[src/isa_mem_pkg.sv]
// shared constants and carrier types for the isa memory command control
package isa_mem_pkg;

  // ************************************************************
  // address limits
  // ************************************************************
  localparam logic [31:0] LOW_MEG_LIMIT  = 32'h0010_0000;  // 1 mbyte, system strobe region
  localparam logic [31:0] FULL_LIMIT     = 32'h0100_0000;  // 16 mbyte, isa reach
  localparam logic [23:0] MASTER_LOW_LIM = 24'h10_0000;    // 1 mbyte seen on 24-bit master addr

  // ************************************************************
  // timing counts, in isa clocks
  // ************************************************************
  localparam int          CNT_W          = 4;              // command counter width
  localparam logic [3:0]  CMD_CLKS       = 4'h3;           // command pulse length
  localparam int          STROBE_DELAY   = 1;              // system strobe lag behind command

  // ************************************************************
  // pin levels
  // ************************************************************
  localparam logic        PIN_IDLE       = 1'b1;           // active-low lines at rest
  localparam logic        PIN_ACTIVE     = 1'b0;           // active-low lines asserted

  // ************************************************************
  // cycle kinds and sequencer states
  // ************************************************************
  typedef enum logic [4:0] {
    KIND_MEM     = 5'b00001,                               // device-mastered memory cycle
    KIND_IO      = 5'b00010,                               // device-mastered i/o cycle
    KIND_REFRESH = 5'b00100,                               // refresh cycle
    KIND_DMA_CMP = 5'b01000,                               // compatible-timing dma
    KIND_DMA_FST = 5'b10000                                // fast dma, timing type a, b or f
  } cycle_kind_t;

  typedef enum logic [2:0] {
    ST_IDLE = 3'b001,                                      // waiting for a request
    ST_CMD  = 3'b010,                                      // command lines active
    ST_END  = 3'b100                                       // one clock of recovery
  } seq_state_t;

  // one cycle request from the bridge core
  typedef struct packed {
    cycle_kind_t kind;                                     // which kind of cycle
    logic        write;                                    // 1 write, 0 read
    logic        hi_byte;                                  // upper data byte moves
    logic [31:0] addr;                                     // target byte address
  } cycle_req_t;

endpackage : isa_mem_pkg

[src/isa_memory_command_control.sv]
// isa memory command, byte-high, 16-bit select and master handover control
`timescale 1ns/10ps

module isa_memory_command_control #(
  parameter logic [3:0] CMD_LEN = isa_mem_pkg::CMD_CLKS    // command pulse length, clocks
) (
  input  wire logic                    clk,               // isa system clock
  input  wire logic                    rst_b,             // sync reset, active low
  input  wire logic                    req_valid,         // core offers a cycle
  input  wire isa_mem_pkg::cycle_req_t req,               // the offered cycle
  output logic                         req_ready,         // cycle taken this clock
  output logic                         cyc_done,          // last command clock, pulse
  output logic                         mem16_q,           // last memory cycle was 16-bit
  output logic                         swap_q,            // dma byte swap steer
  output logic                         master_own,        // external master holds bus
  input  wire logic                    master_n,          // external master request pin
  input  wire logic                    dack_grant,        // acknowledge active on master channel
  input  wire logic [23:0]             master_addr,       // address seen from external master
  input  wire logic                    pci_mem_hit,       // master address decodes to pci memory
  input  wire logic                    memr_n_i,          // read command pin in
  output logic                         memr_n_o,          // read command pin out
  output logic                         memr_n_oe,         // read command drive enable
  input  wire logic                    memw_n_i,          // write command pin in
  output logic                         memw_n_o,          // write command pin out
  output logic                         memw_n_oe,         // write command drive enable
  input  wire logic                    sbhe_n_i,          // byte high enable pin in
  output logic                         sbhe_n_o,          // byte high enable pin out
  output logic                         sbhe_n_oe,         // byte high enable drive enable
  output logic                         master_hi_q,       // master moves upper byte
  input  wire logic                    memcs16_n_i,       // 16-bit select pin in
  output logic                         memcs16_n_o,       // 16-bit select pin out, always low
  output logic                         memcs16_n_oe,      // 16-bit select pull enable
  output logic                         smemr_n,           // system read strobe
  output logic                         smemw_n            // system write strobe
);

  // ************************************************************
  // state and latched request
  // ************************************************************
  isa_mem_pkg::seq_state_t state_q, state_d;               // sequencer
  isa_mem_pkg::cycle_req_t req_q, req_nx;                  // cycle in flight
  logic [isa_mem_pkg::CNT_W-1:0] cnt_q, cnt_d;             // command clocks left
  logic memr_q, memr_d;                                    // read command active
  logic memw_q, memw_d;                                    // write command active
  logic sbhe_q, sbhe_d;                                    // byte high active
  logic cs16_pull_q;                                       // pulling 16-bit select
  logic mem16_d, swap_d;                                   // sampled select results
  logic own_q;                                             // bus held by external master
  logic granted_q;                                         // acknowledge seen for master

  // ************************************************************
  // ownership
  // ************************************************************
  // an external master may only claim after its acknowledge; the
  // grant flag keeps a stray low on the pin from stealing the bus
  wire claim    = !master_n && (granted_q || dack_grant);
  assign master_own = own_q;

  // ownership lasts until the master releases its pin
  always_ff @(posedge clk) begin
    if (!rst_b) begin
      own_q     <= 1'b0;
      granted_q <= 1'b0;
    end else begin
      own_q     <= claim && (state_d == isa_mem_pkg::ST_IDLE || own_q);
      granted_q <= dack_grant || (granted_q && !master_n && own_q);
    end
  end

  // ************************************************************
  // request acceptance and decode
  // ************************************************************
  wire idle     = (state_q == isa_mem_pkg::ST_IDLE);
  assign req_ready = idle && !own_q && !claim;
  wire take     = req_valid && req_ready;
  assign req_nx = take ? req : req_q;

  // address regions of the cycle about to run
  wire below_16m = (req_nx.addr < isa_mem_pkg::FULL_LIMIT);
  wire below_1m  = (req_nx.addr < isa_mem_pkg::LOW_MEG_LIMIT);

  // which kinds are allowed to raise a memory command
  wire k_mem  = (req_nx.kind == isa_mem_pkg::KIND_MEM);
  wire k_ref  = (req_nx.kind == isa_mem_pkg::KIND_REFRESH);
  wire k_cmp  = (req_nx.kind == isa_mem_pkg::KIND_DMA_CMP);
  wire k_fst  = (req_nx.kind == isa_mem_pkg::KIND_DMA_FST);
  wire k_io   = (req_nx.kind == isa_mem_pkg::KIND_IO);

  // fast dma never raises a command; compatible dma stops at 16m
  wire rd_ok  = !k_fst && (k_ref || k_mem || (k_cmp && below_16m));
  wire wr_ok  = !k_fst && !k_ref && (k_mem || (k_cmp && below_16m));

  // ************************************************************
  // sequencer
  // ************************************************************
  // idle -> cmd for CMD_LEN clocks -> one clock of recovery
  always_comb begin
    state_d = state_q;
    cnt_d   = cnt_q;
    case (state_q)
      isa_mem_pkg::ST_IDLE: begin
        if (take) begin
          state_d = isa_mem_pkg::ST_CMD;
          cnt_d   = CMD_LEN;
        end
      end
      isa_mem_pkg::ST_CMD: begin
        cnt_d = cnt_q - 1'b1;
        if (cnt_q == 1'b1) begin
          state_d = isa_mem_pkg::ST_END;
        end
      end
      isa_mem_pkg::ST_END: begin
        state_d = isa_mem_pkg::ST_IDLE;
      end
      default: begin
        state_d = isa_mem_pkg::ST_IDLE;
        cnt_d   = '0;
      end
    endcase
  end

  wire in_cmd_d = (state_d == isa_mem_pkg::ST_CMD);
  assign cyc_done = (state_q == isa_mem_pkg::ST_CMD) && (cnt_q == 1'b1);

  // command levels for the next clock, registered below
  // refresh always reads, whatever the write flag of the request says
  assign memr_d = in_cmd_d && (!req_nx.write || k_ref) && rd_ok;
  assign memw_d = in_cmd_d && req_nx.write && wr_ok;
  assign sbhe_d = in_cmd_d && req_nx.hi_byte && !k_ref;

  // ************************************************************
  // 16-bit select sampling
  // ************************************************************
  // sampled on the last command clock: i/o and refresh ignore it,
  // dma only steers the swap, and nothing here changes cycle length
  wire cs16 = !memcs16_n_i;
  assign mem16_d = (cyc_done && k_mem && !k_io && !k_ref) ? cs16 : mem16_q;
  assign swap_d  = (cyc_done && (k_cmp || k_fst)) ? cs16 : swap_q;

  // ************************************************************
  // sequencer and command registers
  // ************************************************************
  always_ff @(posedge clk) begin
    if (!rst_b) begin
      state_q <= isa_mem_pkg::ST_IDLE;
      cnt_q   <= '0;
      req_q   <= '0;
      memr_q  <= 1'b0;
      memw_q  <= 1'b0;
      sbhe_q  <= 1'b0;
      mem16_q <= 1'b0;
      swap_q  <= 1'b0;
    end else begin
      state_q <= state_d;
      cnt_q   <= cnt_d;
      req_q   <= req_nx;
      memr_q  <= memr_d;
      memw_q  <= memw_d;
      sbhe_q  <= sbhe_d;
      mem16_q <= mem16_d;
      swap_q  <= swap_d;
    end
  end

  // ************************************************************
  // pins owned while the bridge is master
  // ************************************************************
  // lines float whenever the external master holds the bus
  assign memr_n_oe = !own_q;
  assign memw_n_oe = !own_q;
  assign sbhe_n_oe = !own_q;
  assign memr_n_o  = !memr_q;
  assign memw_n_o  = !memw_q;
  assign sbhe_n_o  = !sbhe_q;

  // ************************************************************
  // 16-bit select as open drain
  // ************************************************************
  // input while the bridge owns; pulled only for master-to-pci memory.
  // slaves drive it from the unlatched address, so the pull follows
  // the address decode and not the command strobes
  always_ff @(posedge clk) begin
    if (!rst_b) begin
      cs16_pull_q <= 1'b0;
      master_hi_q <= 1'b0;
    end else begin
      cs16_pull_q <= own_q && claim && pci_mem_hit;
      master_hi_q <= own_q && !sbhe_n_i;
    end
  end
  assign memcs16_n_oe = cs16_pull_q;
  assign memcs16_n_o  = isa_mem_pkg::PIN_ACTIVE;

  // ************************************************************
  // system memory strobes
  // ************************************************************
  // only below 1m; between 1m and 16m the full commands run alone
  wire m_low   = (master_addr < isa_mem_pkg::MASTER_LOW_LIM);
  wire dev_low = (req_q.addr < isa_mem_pkg::LOW_MEG_LIMIT);
  wire dev_smr = memr_q && dev_low && (req_q.kind != isa_mem_pkg::KIND_REFRESH);
  wire src_rd  = own_q ? (!memr_n_i && m_low) : dev_smr;
  wire src_wr  = own_q ? (!memw_n_i && m_low) : (memw_q && dev_low);

  // delayed copies, reset to idle high
  strobe_delay #(
    .DEPTH (isa_mem_pkg::STROBE_DELAY)
  ) u_smemr (
    .clk      (clk),
    .rst_b    (rst_b),
    .cmd_n    (!src_rd),
    .strobe_n (smemr_n)
  );

  strobe_delay #(
    .DEPTH (isa_mem_pkg::STROBE_DELAY)
  ) u_smemw (
    .clk      (clk),
    .rst_b    (rst_b),
    .cmd_n    (!src_wr),
    .strobe_n (smemw_n)
  );

  // ************************************************************
  // checks
  // ************************************************************
  a_refresh_no_sbhe: assert property (
    @(posedge clk) disable iff (!rst_b)
    (state_q == isa_mem_pkg::ST_CMD && req_q.kind == isa_mem_pkg::KIND_REFRESH)
      |-> sbhe_n_o && !memr_n_o)
    else $error("byte high or read wrong in refresh");

  a_float_when_master: assert property (
    @(posedge clk) disable iff (!rst_b)
    own_q |-> !memr_n_oe && !memw_n_oe && !sbhe_n_oe)
    else $error("command lines driven while master owns");

  a_master_holds_bus: assert property (
    @(posedge clk) disable iff (!rst_b)
    (own_q && !master_n) |=> own_q && req_ready == 1'b0)
    else $error("ownership lost before master released");

  a_fast_dma_quiet: assert property (
    @(posedge clk) disable iff (!rst_b)
    (req_q.kind == isa_mem_pkg::KIND_DMA_FST) |-> memr_n_o && memw_n_o)
    else $error("command during fast dma");

  a_compat_high_quiet: assert property (
    @(posedge clk) disable iff (!rst_b)
    (req_q.kind == isa_mem_pkg::KIND_DMA_CMP && req_q.addr >= isa_mem_pkg::FULL_LIMIT)
      |-> memr_n_o && memw_n_o)
    else $error("compatible dma command above 16m");

  a_sbhe_follows: assert property (
    @(posedge clk) disable iff (!rst_b)
    (state_q == isa_mem_pkg::ST_CMD && req_q.kind == isa_mem_pkg::KIND_MEM)
      |-> sbhe_n_o == !req_q.hi_byte)
    else $error("byte high does not match upper byte");

  a_strobe_lags_cmd: assert property (
    @(posedge clk) disable iff (!rst_b)
    ($fell(smemr_n) && !$past(own_q)) |-> $past(memr_q) && $past(dev_low))
    else $error("read strobe not behind read command");

  a_mid_region_quiet: assert property (
    @(posedge clk) disable iff (!rst_b)
    (!own_q && memw_q && !dev_low) |=> smemw_n)
    else $error("write strobe above 1m");

  a_low_write_strobe: assert property (
    @(posedge clk) disable iff (!rst_b)
    (!own_q && memw_q && dev_low) |=> !smemw_n)
    else $error("write strobe missing below 1m");

  a_reset_strobe_high: assert property (
    @(posedge clk) disable iff (!rst_b)
    !$past(rst_b) |-> smemw_n && smemr_n)
    else $error("system strobe low after reset");

  a_pull_only_pci: assert property (
    @(posedge clk) disable iff (!rst_b)
    memcs16_n_oe |-> $past(own_q) && $past(pci_mem_hit))
    else $error("16-bit select pulled without master pci hit");

endmodule : isa_memory_command_control

[src/strobe_delay.sv]
// delay line that derives a system memory strobe from a command
`timescale 1ns/10ps

module strobe_delay #(
  parameter int DEPTH = isa_mem_pkg::STROBE_DELAY        // clocks of lag
) (
  input  wire logic clk,                                   // isa clock
  input  wire logic rst_b,                                 // sync reset, active low
  input  wire logic cmd_n,                                 // active-low qualified command
  output logic      strobe_n                               // delayed active-low strobe
);

  // ************************************************************
  // shift chain
  // ************************************************************
  logic [DEPTH:0] chain;                                   // stage 0 is the live command

  assign chain[0] = cmd_n;

  // each stage rests high so the strobe sits idle in reset
  genvar g;
  generate
    for (g = 0; g < DEPTH; g++) begin : g_stage
      logic stage_q;                                       // one clock of lag
      always_ff @(posedge clk) begin
        if (!rst_b) begin
          stage_q <= isa_mem_pkg::PIN_IDLE;
        end else begin
          stage_q <= chain[g];
        end
      end
      assign chain[g+1] = stage_q;
    end
  endgenerate

  // output from the last flip-flop whenever DEPTH is 1 or more, never ahead of the command
  assign strobe_n = chain[DEPTH];

endmodule : strobe_delay

[config.mk]
export PLATFORM = sky130hd
export DESIGN_NAME = isa_memory_command_control
export DESIGN_NICKNAME = d
export VERILOG_FILES = /design/src/isa_mem_pkg.sv /design/src/isa_memory_command_control.sv /design/src/strobe_delay.sv
export SDC_FILE = /design/constraint.sdc
export NUM_CORES = 1
export LEC_CHECK = 0
export BUFFER_PORTS_ARGS = -buffer_cell sky130_fd_sc_hd__buf_2
export CORE_MARGIN = 1.5
export CORE_UTILIZATION = 44
export DETAILED_ROUTE_END_ITERATION = 12
export GPL_TIMING_DRIVEN = 1
export PLACE_DENSITY = 0.87
export RECOVER_POWER = 25
export SYNTH_ARGS = -nofsm -noshare
export SYNTH_HDL_FRONTEND = slang
export SYNTH_SLANG_ARGS = --single-unit
export TNS_END_PERCENT = 20
[constraint.sdc]
create_clock -name clk -period 2.55 [get_ports clk]
set_clock_uncertainty 0.1 [all_clocks]
set_input_delay 0.255 -clock clk [delete_from_list [all_inputs] [get_ports clk]]
set_output_delay 0.255 -clock clk [all_outputs]
set_load 0.01 [all_outputs]
* After elaboration in Yosys (flattened, before gate mapping)
Cells that the tools add are included.
Operators by class: add/subtract/negate cells 1, bitwise operators 1, multiplexer cells 8, eq/ne operators 13, reduce and logical (&&, ||, !) cells 55, $lt $le $gt $ge 3
Operators by type and width (count):
- $mux W39 | 1
- $lt A32 B21 Y1 const B | 1
- $lt A32 B25 Y1 const B | 1
- $logic_and A1 B1 Y1 | 30
- $lt A24 B21 Y1 const B | 1
- $logic_not A1 Y1 | 16
- $pmux W4 S3 | 1
- $logic_or A1 B1 Y1 | 8
- $eq A3 B1 Y1 const B | 2
- $eq A3 B2 Y1 const B | 2
- $mux W3 | 2
- $pmux W3 S2 | 1
- $eq A5 B1 Y1 const B | 1
- $eq A5 B2 Y1 const B | 1
- $eq A5 B3 Y1 const B | 1
- $eq A5 B4 Y1 const B | 1
- $eq A5 B5 Y1 const B | 1
- $ne A5 B3 Y1 const B | 1
- $eq A4 B1 Y1 const B | 1
- $mux W4 | 1
- $sub A4 B1 Y4 const B | 1
- $eq A3 B3 Y1 const B | 1
- $mux W1 | 2
- $ne A2 B1 Y1 const B | 1
- 2 further kinds | 2
Word-level totals: logic and storage cells 98, output and inout port bits 16, input port bits 73, register bits 57

* Logic depth before layout (Yosys ltp)
depth in word-level cells 11, depth in mapped cells 6, gate-level depth less buffers 6

* Hierarchy
A second synthesis with hierarchy kept.
Unflattened totals: cell total of the unflattened synthesis 206, area, all modules 1774.2 um2
By module, submodules not included:
- isa_memory_command_control | seq. area each 700.7 um2, instances 1, area an instance 1721.7 um2, cells an instance 202
- strobe_delay | seq. area each 20.0 um2, instances 2, area an instance 26.3 um2, cells an instance 2

* Least setup slack after synthesis
OpenSTA, ideal clock, no wires.
path kind reg2reg, start register own_q, in the netlist master_own, end register memw_q, path slack 0.555 ns, buffers on the path 0, library setup time 0.088 ns, data arrival time 1.807 ns, stages on the path, launching flop included 6, data required time 2.362 ns, period minus slack after synthesis 1.995 ns, path through dfxtp_1 > or4b_4 > nor3_4 > o41ai_2 > a211o_1 > nor4_2
Between the ends: cells in the longest elaborated chain, start to end 10, elaborated cells between the ends (all ways) 21, classes of those cells order compare (1); eq/ne (5); mux (3); reduce/logical (12)
Ends and longest elaborated chain:
- start: declaration | RTL line isa_memory_command_control.sv:48 | logic own_q;
- start signal: assignment | RTL line isa_memory_command_control.sv:65 | own_q <= claim && (state_d == isa_mem_pkg::ST_IDLE || own_q);
- $logic_not A1 Y1 (*) | RTL line isa_memory_command_control.sv:74 | assign req_ready = idle && !own_q && !claim;
- $logic_and A1 B1 Y1 (*) (2 in a row) | RTL line isa_memory_command_control.sv:74
- $logic_and A1 B1 Y1 (*) | RTL line isa_memory_command_control.sv:75 | wire take = req_valid && req_ready;
- $mux W39 | RTL line isa_memory_command_control.sv:76 | assign req_nx = take ? req : req_q;
- $lt A32 B25 Y1 (tied with other cells) | RTL line isa_memory_command_control.sv:79 | wire below_16m = (req_nx.addr < isa_mem_pkg::FULL_LIMIT);
- $logic_and A1 B1 Y1 or $logic_not A1 Y1 (tied branches) | RTL line isa_memory_command_control.sv:91 | wire wr_ok = !k_fst && !k_ref && (k_mem || (k_cmp && below_16m));
- $logic_or A1 B1 Y1 or $logic_and A1 B1 Y1 (tied branches) | RTL line isa_memory_command_control.sv:91
- $logic_and A1 B1 Y1 | RTL line isa_memory_command_control.sv:91
- $logic_and A1 B1 Y1 (*) | RTL line isa_memory_command_control.sv:129 | assign memw_d = in_cmd_d && req_nx.write && wr_ok;
- end signal: assignment | RTL line isa_memory_command_control.sv:159 | memw_q <= memw_d;
- end: declaration | RTL line isa_memory_command_control.sv:44 | logic memw_q, memw_d;
Every way passes the cells marked *; elsewhere a longest branch is shown, timed or not. A chain may end at the register's enable or synchronous reset.

* Worst setup path after layout
Same ends and word-level chain as after synthesis.

==> run_results.csv <==
group,metric,value,unit
place,dp_hpwl,2.95,mm
yosys,post-synth-top-area-cell,"dfxtp_1",
yosys,netlist_area,1680,um2
floorplan,top_level_ports,89,
yosys,synthArstFlopShare,0,
job,drv_cap,0,
routing,drc_errors,0,
setup_path,critical_path.startpoint,"master_own",
grt,grt_pass1_vias,1444,
setup_path,slowest_stage,"or4b_4",
sta,fmax,0.462,GHz
yosys,yosys-top-cells-count,"nand2_1 (39), dfxtp_1 (37), a21oi_1 (20), nor2_1 (13)",
floorplan,die_w,64.7,um
cts,ctsResizeCount,0,
routing,vias,1605,
power_and_ir_drop,power_density,601,nW/um2
floorplan,start_util,0.458,
sta,slew_viol_final,0,
setup_path,crit_buf_inv,0,
setup_path,required,2.65,ns
grt,antenna_found_initial,0,
yosys,ys_top_cells_by_area,"dfxtp_1 (44%), nand2_1 (8.7%), a21oi_1 (6.0%), mux2i_1 (3.6%), nor4_1 (3.0%)",
cts,clock_latency,0.29,ns
yosys,seq_area_frac_synth,0.442,
final_layout,stdcell_count,297,
cts,clock_sinks,37,
final_layout,top_register,"req_q",
final_layout,syn_to_final_growth,21.4,%
routing,route.detailed.wl_per_inst,13.1,um
cts,cts_root_buf,"clkbuf_8",
place,portBuffers,47,
setup_path,reg2reg_to,"memw_q",
worst_hold_path,min_from,"sbhe_n_i",
cts,hold_buffers,0,
cts,cts_setup_buffers,0,
routing,wirelength,3.90,mm
setup_path,worstPathArrival,2.26,ns
sta,setup_ws,0.386,ns
routing,firstDrtPassIters,4,
power_and_ir_drop,p_total,1.22,mW
setup_path,cp_max_fo,7,
sta,worst_pin_slew,0.866,ns
cts,cts_made_buffers,5,
sta,hold_viol,0,
cts,cts_max_path_buffers,2,
cts,cts_tree,"built",
yosys,yosysMostFrequentCell,"nand2_1",
yosys,synth_top_area_frac,0.442,
setup_path,rr_startpoint,"master_own",
final_layout,reg_top3,"req_q (19), cnt_q (4), state_q (3)",
final_layout,largest_register_ffs,19,
final_layout,nets,323,
yosys,postSynthCellCount,197,
sta,period_needed,2.16,ns
yosys,syn_avg_cell_area,8.50,um2
floorplan,rows,22,
setup_path,r2r_slack,0.39,ns
sta,setup_viol,0,
routing,vias_per_cell,5.40,
cts,clkSlewWorstSetupHoldPaths,0.07,ns
place,place_inst,289,
grt,track_usage,0.191,
setup_path,cp_top_family,"simple AND/OR/NAND/NOR gates",
place,dp_slack,0.417,ns
sta,relSlewSlack,0.422,
setup_path,reg2regPathDepth,5,
floorplan,coreArea,3660,um2
cts,cts_max_level,2,
worst_hold_path,min_path_type,"in -> reg",
yosys,syn_nets,272,
grt,overflow,0,
final_layout,drive_gt1_frac,0.229,
final_layout,antenna_cells,0,
yosys,yosys_register_bits,37,
setup_path,critPathCaptureType,"flip-flop",
place,globalplace.congestion,0.915,
floorplan,fp.dieH,64.7,um
setup_path,cp_cell_sequence,"or4b_4, nor3_4, o41ai_2, a211o_1, nor4_2",
floorplan,die_area,4190,um2
setup_path,crit_path_start_kind,"flip-flop",
worst_hold_path,hold_depth,2,
yosys,synth-main-ff-cell,"dfxtp_1",
sta,setup_tns,0,ns
grt,grt_max_degree,29,
power_and_ir_drop,peakVddDrop,0.332,mV
run_status,status,"finished, final reports clean",
yosys,yosys_warnings,0,
grt,grt_pass1_wl,6.15,mm
power_and_ir_drop,power_leakage,0.825,nW
yosys,synth-edff-count,0,
routing,drt_iter0_markers,69,
sta,finalCritPeriodShare,0.849,
yosys,ys_types,46,
sta,rsz0062_at_grt,"no",
setup_path,slowest_delay,0.62,ns
setup_path,worstSetupPathType,"reg -> reg",
routing,ant_nets,0,
worst_hold_path,hold_end,"master_hi_q",
-- how the worst max path moves through the flow --
| stage | slack (ns) | depth (start not counted) | end |
|---|---|---|---|
| floorplan | 0.55 | 5 | memw_q |
| global placement | 0.40 | 5 | memw_q |
| detailed placement | 0.42 | 6 | memr_q |
| CTS | 0.38 | 6 | memr_q |
| global route | 0.26 | 6 | memr_q |
| finish | 0.39 | 5 | memw_q |
-- per-layer routing --
layer	track usage	vias to the layer above	routed length (um)
met4	0.0771	0	73
met3	0.0503	7	208
met1	0.200	746	1630
met5	0	-	0
met2	0.358	52	1980
li1	-	800	-
-- cell families after synthesis --
group,count (synthesis),share of synthesized area
AND/OR/NAND/NOR,88,0.266
AO/OA/AOI/OAI,43,0.182
flip-flops,37,0.442
buffers and inverters,19,0.0515
multiplexers,6,0.0358
adder cells (fa/ha/maj),2,0.0149
other,1,0.00224
XOR/XNOR,1,0.00523
-- final cells by class --
cell class	count	area (um2)
Fill cell	353	1630
Tap cell	48	60.1
Timing Repair Buffer	54	272
Clock buffer	8	80.1
Sequential cell	37	741
Inverter	9	33.8
Multi-Input combinational cell	141	848
-- report_power, final --
group          total, mW  internal, mW  switching (mW)
Sequential         0.626         0.606          0.0201
Combinational      0.214        0.0920           0.122
Clock              0.383         0.194           0.189
-- cells in the final DEF, fill, tap and decap left out, drive strengths merged, types with 2 or more instances in the layout --
cell type  instances
buf               43
nand2             39
dfxtp             37
a21oi             20
clkbuf            19
nor2              13
inv                9
nor4               9
nor3               7
mux2i              6
nand4              5
nand3              3
o22ai              3
nor3b              2
and3               2
and2               2
o21ai              2
o21a               2
nand2b             2
a31oi              2
nand3b             2
ha                 2
a211oi             2
-- through the flow --
stage	hold WS [ns]	utilization	cell area, um2
final	0.0228	0.556	2030
after global routing	0.0248	0.556	2030
after CTS	0.0127	0.560	2050
after detailed placement	0.322	0.538	1970
after global placement	0.318	0.538	1970
after floorplan	0.232	-	1680
-- worst register-to-register path: stages, from the launching register on --
cell	delay [ns]
dfxtp_1	0.37
or4b_4	0.62
nor3_4	0.24
o41ai_2	0.14
a211o_1	0.35
nor4_2	0.26
Note: power is estimated with default switching activity, not from simulation.
